File: src/hw/uart_ier_regs.svh
// register addresses, field positions, reset values for the serial irq block
`ifndef UART_IER_REGS_SVH
`define UART_IER_REGS_SVH

// byte addresses on the peripheral bus
`define ADDR_IRQ_ENABLE      32'hE001_0004
`define ADDR_LINE_STATUS     32'hE001_0014
`define ADDR_MODEM_STATUS    32'hE001_0018
`define ADDR_PORT_CONTROL    32'hE001_0020
`define ADDR_IRQ_STATUS      32'hE001_0030
`define ADDR_IRQ_CLEAR       32'hE001_0034

// enable / status / clear bit positions (one layout for all three)
`define BIT_RX_DATA          0
`define BIT_TX_EMPTY         1
`define BIT_LINE_STATUS      2
`define BIT_MODEM_STATUS     3
`define BIT_CTS_CHANGE       7
`define BIT_AUTOBAUD_TIMEOUT 8
`define BIT_AUTOBAUD_DONE    9

// writable enable bits; 6:4 and 31:10 are kept at zero
`define IRQ_WRITE_MASK       32'h0000_038F
`define IRQ_ENABLE_RESET     10'h000
`define IRQ_STATUS_RESET     10'h000

// port control fields
`define BIT_DIVISOR_ACCESS   0
`define BIT_AUTO_CTS         1
`define PORT_CONTROL_MASK    32'h0000_0003

// line status fields
`define BIT_LSR_DATA_READY   0
`define LSR_ERR_LO           1
`define LSR_ERR_HI           4
`define BIT_LSR_TX_EMPTY     5

// modem status fields
`define MSR_DELTA_HI         3
`define BIT_MSR_DELTA_CTS    0
`define BIT_MSR_CTS_LEVEL    4

`endif

File: src/hw/uart_ier_pkg.sv
// types for the serial irq enable block
`default_nettype none
package uart_ier_pkg;

    typedef struct packed {
        logic s1;
        logic s2;
        logic s3;
    } sync_state_t;

    typedef struct packed {
        logic [9:0]  irq_enable;
        logic [9:0]  irq_status;
        logic        divisor_access;
        logic        auto_cts;
        logic [3:0]  line_err;
        logic [3:0]  modem_delta;
        logic        rx_ready;
        logic        tx_empty;
        logic        tx_empty_prev;
        logic        rx_ready_prev;
        logic        cts_level;
        logic        pready;
        logic        pslverr;
        logic [31:0] prdata;
        logic        irq;
    } port_state_t;

endpackage
`default_nettype wire

File: src/hw/pin_sync.sv
// three-stage synchroniser with change detect for one pin
`default_nettype none
module pin_sync (
    // clocking
    input  wire logic pclk,
    input  wire logic presetn,
    input  wire logic clk_en,
    // pin side
    input  wire logic pin_in,
    // clock side
    output logic      level,
    output logic      changed
);
    uart_ier_pkg::sync_state_t st_ff;
    uart_ier_pkg::sync_state_t nxt_st;

    always_comb begin
        nxt_st    = st_ff;
        nxt_st.s1 = pin_in;
        nxt_st.s2 = st_ff.s1;
        nxt_st.s3 = st_ff.s2;
    end

    always_ff @(posedge pclk or negedge presetn) begin
        if (!presetn) begin
            st_ff <= '0;
        end else if (clk_en) begin
            st_ff <= nxt_st;
        end
    end

    // s1 only feeds s2; change is decided between s2 and s3
    assign level   = st_ff.s3;
    assign changed = st_ff.s2 ^ st_ff.s3;
endmodule
`default_nettype wire

File: src/hw/uart_interrupt_enable.sv
// serial port interrupt enable register with source gating and apb slave
//
// Contract
// (RULE1) bit 0 gates received data and character time-out together.
// (RULE2) bit 1 gates transmit holding empty; line status bit 5 shows it.
// (RULE3) bit 2 gates line status interrupt; errors shown in line status 4:1.
// (RULE4) bit 3 gates modem interrupt; change flags shown in modem status 3:0.
// (RULE5) software writes zeros to bits 6:4 and 31:10; reads are undefined.
// (RULE6) auto flow control on: clear-to-send change needs bits 3 and 7.
// (RULE7) auto flow control off: clear-to-send change needs bit 3 only.
// (RULE8) bit 8 gates the auto-baud time-out interrupt.
// (RULE9) bit 9 gates the auto-baud completion interrupt.
// (RULE10) answers only while divisor access bit is zero; enables reset to zero.
// (RULE11) irq high while any pending source meets its set enable bit.
//
// Register access over APB was chosen for this implementation.
`include "uart_ier_regs.svh"
`default_nettype none
module uart_interrupt_enable (
    // clock, reset, enable
    input  wire logic        pclk,
    input  wire logic        presetn,
    input  wire logic        clk_en,
    // apb slave
    input  wire logic        psel,
    input  wire logic        penable,
    input  wire logic        pwrite,
    input  wire logic [31:0] paddr,
    input  wire logic [31:0] pwdata,
    output logic      [31:0] prdata,
    output logic             pready,
    output logic             pslverr,
    // receive path sources
    input  wire logic        receive_data_available,
    input  wire logic        char_timeout,
    input  wire logic [3:0]  line_error,
    // transmit path source
    input  wire logic        transmit_holding_empty,
    // modem sources
    input  wire logic        clear_to_send_input,
    input  wire logic [2:0]  modem_change,
    // auto-baud sources
    input  wire logic        autobaud_timeout,
    input  wire logic        autobaud_done,
    // interrupt and mode outputs
    output logic             irq,
    output logic             divisor_latch_access_bit,
    output logic             auto_cts_enable
);
    uart_ier_pkg::port_state_t st_ff;
    uart_ier_pkg::port_state_t nxt_st;

    logic cts_level;
    logic cts_changed;

    pin_sync u_cts_sync (
        .pclk    (pclk),
        .presetn (presetn),
        .clk_en  (clk_en),
        .pin_in  (clear_to_send_input),
        .level   (cts_level),
        .changed (cts_changed)
    );

    // decoded bus phases
    logic        setup_phase;
    logic        access_done;
    logic        wr_done;
    logic        rd_setup;
    logic        hit_enable;
    logic        hit_line;
    logic        hit_modem;
    logic        hit_ctrl;
    logic        hit_status;
    logic        hit_clear;
    logic        mapped;
    logic        writable;
    logic [31:0] rd_word;
    logic [9:0]  ev_set;
    logic [9:0]  ev_clr;
    logic [9:0]  eff_enable;
    logic [3:0]  err_next;
    logic [3:0]  delta_next;
    logic [31:0] lsr_word;
    logic [31:0] msr_word;

    always_comb begin
        setup_phase = psel && !penable;
        access_done = psel && penable && st_ff.pready;
        // enable register hides behind the divisor latch
        hit_enable  = (paddr == `ADDR_IRQ_ENABLE) &&
                      !st_ff.divisor_access; // [RULE10]
        hit_line    = (paddr == `ADDR_LINE_STATUS);
        hit_modem   = (paddr == `ADDR_MODEM_STATUS);
        hit_ctrl    = (paddr == `ADDR_PORT_CONTROL);
        hit_status  = (paddr == `ADDR_IRQ_STATUS);
        hit_clear   = (paddr == `ADDR_IRQ_CLEAR);
        mapped      = hit_enable || hit_line || hit_modem ||
                      hit_ctrl || hit_status || hit_clear;
        // status registers are read only, clear is write only
        writable    = hit_enable || hit_ctrl || hit_clear;
        wr_done     = access_done && pwrite && writable;
        rd_setup    = setup_phase && !pwrite;
    end

    // line status and modem status words as software sees them
    always_comb begin
        lsr_word = 32'h0000_0000;
        lsr_word[`BIT_LSR_DATA_READY] = st_ff.rx_ready;
        lsr_word[`LSR_ERR_HI:`LSR_ERR_LO] = st_ff.line_err; // [RULE3]
        // live level, visible whatever the enable says
        lsr_word[`BIT_LSR_TX_EMPTY] = st_ff.tx_empty; // [RULE2]
        msr_word = 32'h0000_0000;
        msr_word[`MSR_DELTA_HI:0] = st_ff.modem_delta; // [RULE4]
        msr_word[`BIT_MSR_CTS_LEVEL] = st_ff.cts_level;
    end

    // read mux; reserved and unused bits read as zero
    always_comb begin
        rd_word = 32'h0000_0000;
        if (hit_enable) begin
            rd_word[9:0] = st_ff.irq_enable;
        end else if (hit_line) begin
            rd_word = lsr_word;
        end else if (hit_modem) begin
            rd_word = msr_word;
        end else if (hit_ctrl) begin
            rd_word[`BIT_DIVISOR_ACCESS] = st_ff.divisor_access;
            rd_word[`BIT_AUTO_CTS]       = st_ff.auto_cts;
        end else if (hit_status) begin
            rd_word[9:0] = st_ff.irq_status;
        end
    end

    // source events into sticky status bits
    always_comb begin
        ev_set = 10'h000;
        // data arriving and character time-out share one bit
        ev_set[`BIT_RX_DATA] = (receive_data_available &&
                               !st_ff.rx_ready_prev) ||
                               char_timeout; // [RULE1]
        ev_set[`BIT_TX_EMPTY] = transmit_holding_empty &&
                                !st_ff.tx_empty_prev; // [RULE2]
        ev_set[`BIT_LINE_STATUS] = |line_error; // [RULE3]
        ev_set[`BIT_MODEM_STATUS] = |modem_change; // [RULE4]
        if (cts_changed) begin
            if (st_ff.auto_cts) begin
                ev_set[`BIT_CTS_CHANGE] = 1'b1; // [RULE6]
            end else begin
                ev_set[`BIT_MODEM_STATUS] = 1'b1; // [RULE7]
            end
        end
        ev_set[`BIT_AUTOBAUD_TIMEOUT] = autobaud_timeout; // [RULE8]
        ev_set[`BIT_AUTOBAUD_DONE]    = autobaud_done; // [RULE9]
        ev_clr = 10'h000;
        if (wr_done && hit_clear) begin
            ev_clr = pwdata[9:0];
        end
    end

    // sticky error and delta flags; a read clears, a new event wins
    always_comb begin
        err_next = st_ff.line_err;
        if (access_done && !pwrite && hit_line) begin
            err_next = 4'h0;
        end
        err_next = err_next | line_error; // [RULE3]
        delta_next = st_ff.modem_delta;
        if (access_done && !pwrite && hit_modem) begin
            delta_next = 4'h0;
        end
        delta_next[`MSR_DELTA_HI:1] = delta_next[`MSR_DELTA_HI:1] |
                                      modem_change; // [RULE4]
        delta_next[`BIT_MSR_DELTA_CTS] = delta_next[`BIT_MSR_DELTA_CTS] |
                                         cts_changed; // [RULE4]
    end

    always_comb begin
        nxt_st = st_ff;
        // source tracking
        nxt_st.rx_ready      = receive_data_available;
        nxt_st.rx_ready_prev = receive_data_available;
        nxt_st.tx_empty      = transmit_holding_empty;
        nxt_st.tx_empty_prev = transmit_holding_empty;
        nxt_st.cts_level     = cts_level;
        nxt_st.line_err      = err_next;
        nxt_st.modem_delta   = delta_next;
        // set beats clear in the same cycle
        nxt_st.irq_status = (st_ff.irq_status & ~ev_clr) | ev_set;
        // register writes land on the completing access edge
        if (wr_done && hit_enable) begin
            // reserved bits are masked, never stored
            nxt_st.irq_enable = 10'(pwdata &
                                `IRQ_WRITE_MASK); // [RULE5]
        end
        if (wr_done && hit_ctrl) begin
            nxt_st.divisor_access = pwdata[`BIT_DIVISOR_ACCESS];
            nxt_st.auto_cts       = pwdata[`BIT_AUTO_CTS];
        end
        // no wait state: answer is prepared in setup, given in the first access cycle
        nxt_st.pready  = setup_phase;
        nxt_st.pslverr = 1'b0;
        if (setup_phase) begin
            nxt_st.pslverr = !mapped || (pwrite ? !writable : hit_clear);
        end
        nxt_st.prdata = 32'h0000_0000;
        if (rd_setup) begin
            nxt_st.prdata = rd_word;
        end
        // with auto cts on, cts change reaches the pin only through bits 3 and 7 together
        eff_enable = nxt_st.irq_enable;
        eff_enable[`BIT_CTS_CHANGE] = nxt_st.irq_enable[`BIT_CTS_CHANGE] &&
            nxt_st.irq_enable[`BIT_MODEM_STATUS]; // [RULE6]
        // irq follows status and enable about to be stored, no extra lag
        nxt_st.irq = |(nxt_st.irq_status & eff_enable); // [RULE11]
    end

    always_ff @(posedge pclk or negedge presetn) begin
        if (!presetn) begin
            st_ff            <= '0;
            // every source starts disabled
            st_ff.irq_enable <= `IRQ_ENABLE_RESET; // [RULE10]
            st_ff.irq_status <= `IRQ_STATUS_RESET;
        end else if (clk_en) begin
            st_ff <= nxt_st;
        end
    end

    assign prdata                   = st_ff.prdata;
    assign pready                   = st_ff.pready;
    assign pslverr                  = st_ff.pslverr;
    assign irq                      = st_ff.irq;
    assign divisor_latch_access_bit = st_ff.divisor_access;
    assign auto_cts_enable          = st_ff.auto_cts;
endmodule
`default_nettype wire

File: config.mk
export PLATFORM = sky130hd
export DESIGN_NAME = uart_interrupt_enable
export DESIGN_NICKNAME = d
export VERILOG_FILES = /design/src/hw/uart_ier_pkg.sv /design/src/hw/pin_sync.sv /design/src/hw/uart_interrupt_enable.sv
export VERILOG_INCLUDE_DIRS = /design/src /design/src/hw
export SDC_FILE = /design/constraint.sdc
export NUM_CORES = 1
export LEC_CHECK = 0
export ABC_AREA = 1
export BUFFER_PORTS_ARGS = -buffer_cell sky130_fd_sc_hd__buf_2
export CAP_MARGIN = 20
export CORE_ASPECT_RATIO = 1.1
export CORE_UTILIZATION = 48
export CTS_BUF_LIST = sky130_fd_sc_hd__clkbuf_4 sky130_fd_sc_hd__clkbuf_8
export CTS_CLUSTER_SIZE = 14
export DETAILED_ROUTE_END_ITERATION = 6
export GPL_TIMING_DRIVEN = 0
export PLACE_DENSITY = 0.76
export RECOVER_POWER = 50
export SYNTH_ARGS = -nofsm -noshare
export SYNTH_HDL_FRONTEND = slang
export SYNTH_SLANG_ARGS = --single-unit
File: constraint.sdc
create_clock -name pclk -period 1.9 [get_ports pclk]
set_clock_uncertainty 0.05 [all_clocks]
set_input_delay 0.095 -clock pclk [delete_from_list [all_inputs] [get_ports pclk]]
set_output_delay 0.095 -clock pclk [all_outputs]
set_load 0.02 [all_outputs]
* Word level (Yosys, flattened, before mapping) *
Index checks and enable logic that the tools add are counted.
W data, S select, Z words.

operators by class
  bitwise logic cells = 8
  mux-type cells = 18
  equality and inequality tests = 6
  reductions and logical operators = 36

operators by type and width
  kind                    count
  $eq A32 B32 Y1 const B  6
  $mux W10                6
  $mux W32                1
  $mux W22                1
  $and A10 B10 Y10        2
  $logic_and A1 B1 Y1     16
  $not A10 Y10            1
  $or A10 B10 Y10         1
  $reduce_or A10 Y1       1
  $logic_or A1 B1 Y1      9
  $mux W4                 2
  $mux W8                 1
  $logic_not A1 Y1        7
  $mux W1                 6
  $or A4 B4 Y4            1
  $reduce_or A4 Y1        1
  $or A3 B3 Y3            1
  $reduce_or A3 Y1        1
  $mux W2                 1
  $reduce_and A2 Y1       1
  $or A1 B1 Y1            1
  $xor A1 B1 Y1           1

word-level totals
  bits in registers = 71
  bits of input ports = 83
  logic and storage cells = 84

* Depth between registers and ports, before layout *
  word-level depth = 12
  depth in mapped cells = 15
  depth with buffers taken out = 15

* Modules after synthesis *
From an unflattened synthesis, not the netlist that was laid out.

second synthesis, totals
  cells, all modules = 477
  area total of the unflattened synthesis = 3261.9 µm²

modules (own cells, without submodules)
  module                 area an instance (µm²)  times used  cells an instance
  uart_interrupt_enable  3130.5                  1           459
  pin_sync               131.4                   1           18

* Worst setup path before layout *
No wires, ideal clock.

  path kind = register to register
  start = reg st_ff, in the netlist divisor_latch_access_bit
  end = reg st_ff, in the netlist prdata[3]
  required time = 1725 ps
  setup slack = 218 ps
  data arrival time = 1507 ps
  clock period less this slack = 1682 ps
  stages on the path, launching flop included = 7
  setup time = 125 ps
  cells stage by stage = dfrtp_1 > nor4_4 > buf_4 > nand2_1 > buf_2 > o221ai_1 > nand2_1

on the way
  cells in the longest elaborated chain, start to end = 4

ends and longest elaborated chain
  item                    RTL line                      source
  start, declared         uart_interrupt_enable.sv:50   uart_ier_pkg::port_state_t st_ff;
  start signal, assigned  uart_interrupt_enable.sv:225  st_ff <= nxt_st;
  $logic_not A1 Y1        uart_interrupt_enable.sv:92   !st_ff.divisor_access;
  $logic_and A1 B1 Y1     uart_interrupt_enable.sv:91   hit_enable = (paddr == `ADDR_IRQ_ENABLE) &&
  $mux W10                uart_interrupt_enable.sv:121  if (hit_enable) begin
  $mux W32                uart_interrupt_enable.sv:207  if (rd_setup) begin

Every way passes these cells.
A chain may end at the register's enable or synchronous reset.

* Worst setup path in the final report *
  start = reg st_ff, in the netlist divisor_latch_access_bit
  end = reg st_ff, in the netlist irq

on the way
  cells in the longest elaborated chain, start to end = 12
  elaborated cells on any way between the ends = 15
  classes of those cells = mux (2); bitwise (4); reduce/logical (9)

ends and longest elaborated chain
  item                              RTL line                      source
  $logic_not A1 Y1 *                uart_interrupt_enable.sv:92
  $logic_and A1 B1 Y1 *             uart_interrupt_enable.sv:91
  $logic_or A1 B1 Y1 (2 in series)  uart_interrupt_enable.sv:101  writable = hit_enable || hit_ctrl || hit_clear;
  $logic_and A1 B1 Y1               uart_interrupt_enable.sv:102  wr_done = access_done && pwrite && writable;
  $logic_and A1 B1 Y1               uart_interrupt_enable.sv:156  if (wr_done && hit_clear) begin
  $mux W10                          uart_interrupt_enable.sv:156
  $not A10 Y10                      uart_interrupt_enable.sv:189  nxt_st.irq_status = (st_ff.irq_status & ~ev_clr) | ev_set;
  $and A10 B10 Y10                  uart_interrupt_enable.sv:189
  $or A10 B10 Y10                   uart_interrupt_enable.sv:189
  $and A10 B10 Y10 *                uart_interrupt_enable.sv:215  nxt_st.irq = |(nxt_st.irq_status & eff_enable);
  $reduce_or A10 Y1 *               uart_interrupt_enable.sv:215

Every way passes the cells marked *; elsewhere a longest branch is shown, timed or not.

==> metrics <==
hold depth=3; starting DRC count in detailed routing=258; H-tree Lvls=2; critical path launch point=divisor_latch_access_bit; die area=6830 um2; non-filler cells, final=635; Final Hold Viols=0; sequential share of the synthesized area=39.3%; vias in the first global route=2920; DR WL/cell=13.2 um; CP delay by family, top=simple AND/OR/NAND/NOR gates; Pleak=2.22 nW; Setup crit end kind=flip-flop; hold_sp=autobaud_done; CTS Root Cell=clkbuf_8; cells after synthesis=437; Avg Inst Size Synth=7.14 um2; gr ovfl total=0; worst r2r src=divisor_latch_access_bit; relative max-transition margin=48.0%; number of synthesized flops with an enable pin=0; synth cell count leaders=nand2_1, inv_1, dfrtp_1, nor2_1, o21ai_0; Die W=78.9 um; Inst Count DP=612; Cell Area, Placed=3670 um2; Nets=637; peak fanout along the critical path=4; Die Height=86.6 um; first-pass GRT wire length=13.5 mm; Max-cap violations=0; most used cell, CP=nand2_1; worst endpoint required time=2.06 ns; Residual DRC=0; layout cells sized above 1=24.5%; DRT Pass-1 Iters=5; clk slew on worst S/H paths=0.09 ns; Area Growth Syn to Fin=26.5%; top-count cell post-synth=nand2_1; worst min path class=in -> reg; Vias=3210; asr flop ratio synth=100%; DRT antenna net count=0; R2R depth=11; diode count=0; Final period util=93.2%; clock sink count=49; HPWL after DPL=6.11 mm; Syn. warnings=0; synthesized area=3120 um2; # rows=30; CP Cell Sequence=nor4_4, buf_4, nand3_2, nand2_1, nand2_1, nand2_1, nand2_1, nand2_1, nand3_1, nand2_1, inv_1; Synth area leaders=dfrtp_1, nand2_1, buf_4; critical path's slowest cell=dfrtp_2; peak supply drop=0.000464 V; worst path bufs/invs=2; Pins Over Slew Limit=0; Tmin final=1.77 ns; P per Cell Area=574 nW/um2; post-synth top area share=39.3%; Crit path depth=11; total track usage=25.6%; Final Util=63.4%; Ports=120; number of synthesized register bits=49; final setup TNS=0 ns; CTS Buf Count=5; CP arrival=1.93 ns; Tightest Pin Transition=0.779 ns; mean number of vias per cell=5.06; Initial Util=50.1%; status=complete, no violations; Synth Flop Type=dfrtp_1; Hold WS=0.00816 ns; WL final=8.41 mm; largest net degree at the start of global routing=50; Longest Clk Path Bufs=2; Final setup viols=0; Unique masters post-synth=35; area leader, netlist=dfrtp_1; CTS tree=done; initial antenna violation count=0; max incr delay on CP=0.44 ns; Startpoint Class=flip-flop; gpl congestion=0.885; Core Region=6230 um2; fmax=0.565 GHz; Worst-Skew Late Latency=0.31 ns; fin area=3950 um2; Crit Path Class=reg -> reg; IO Port Bufs=74
[path summary, 6_finish.rpt]
check	end	slack, ns
min reg2reg	prdata[4]	0.44
max	irq	0.13
max in group asynchronous	divisor_latch_access_bit	0.40
min in group asynchronous	prdata[4]	0.32
max reg2reg	irq	0.13
min	st_ff[59]	0.008
[logic make-up (layout without fill, tap and decap cells)]
kind of cell | Yosys count | in the layout | synth area share, %
simple gates | 222 | 222 | 32.5
buf+inv | 101 | 198 | 16.2
compound gates | 64 | 64 | 11.9
flops | 49 | 49 | 39.3
other cells | 1 | 22 | 0.120
[tightest hold or removal path, cell delays in order]
cell	delay, ns
buf_2	0.10
inv_1	0.06
a31oi_1	0.08
[where the power goes]
group          internal (W)  switching, W  total, W
logic              0.000145      0.000229  0.000373
clock network      0.000428      0.000368  0.000796
registers           0.00108     0.0000195   0.00110
total               0.00165      0.000616   0.00227
[cells in the final DEF, fill, tap and decap left out, types with 2 or more instances in the layout]
cell           count
o21ai_1            7
clkbuf_1          10
dlygate4sd3_1     11
nand4_1           10
nor2_2             2
clkbuf_4           3
conb_1            22
o211ai_1           2
a22o_1             4
dfrtp_1           48
o221ai_1           3
o22ai_1            3
nor4_1             2
buf_4             35
o22ai_2            2
o21ai_0           35
inv_1             58
nor2_4             2
nand3_1           16
clkbuf_8           6
buf_2             71
nand2_2            3
a21oi_1            3
nor2_1            45
nor3_1             3
a32o_1             2
nand2_1          128
nor2_8             2
a31oi_1            3
[per-stage QoR]
step           power (W)  worst slack (ns)
2_1_floorplan    0.00132             0.218
3_5_place_dp     0.00146           -0.0469
5_1_grt          0.00235          -0.00926
6_report         0.00227             0.130
3_3_place_gp     0.00145           -0.0306
4_1_cts          0.00226            0.0394
[state kept, by name, indices dropped and copies added (netlist names), 2 cells and up]
name,flops
lsr_word,4
msr_word,5
prdata,10
st_ff,22
u_cts_sync.nxt_st,2
[cell type report]
cell class / count / area, um2
fillers: 561 / 2280
multi-input cells: 308 / 1480
flip-flops and latches: 49 / 1230
repair buffers: 89 / 504
plain buffers: 43 / 299
inverters: 58 / 218
well taps: 80 / 100
clock buffers: 6 / 82.6
clock inverters: 2 / 37.5
[routing by layer]
metal / vias up / track usage, % / share of wire (%)
met5: - / 0 / 0
met4: 0 / 8.76 / 1.4
met3: 14 / 3.58 / 9.5
met2: 174 / 44.1 / 49
met1: 1449 / 33.0 / 40
li1: 1573 / - / -
[what timing repair did]
| item | CTS | global route |
|---|---|---|
| hold endpoints to repair | 59 | 0 |
| setup buffers | 1 | 2 |
| resized for setup | 1 | 7 |
| setup endpoints to repair | 6 | 12 |
| hold buffers | 11 | 0 |
| pin swaps | 1 | 1 |
(Power assumes the default switching activity.)
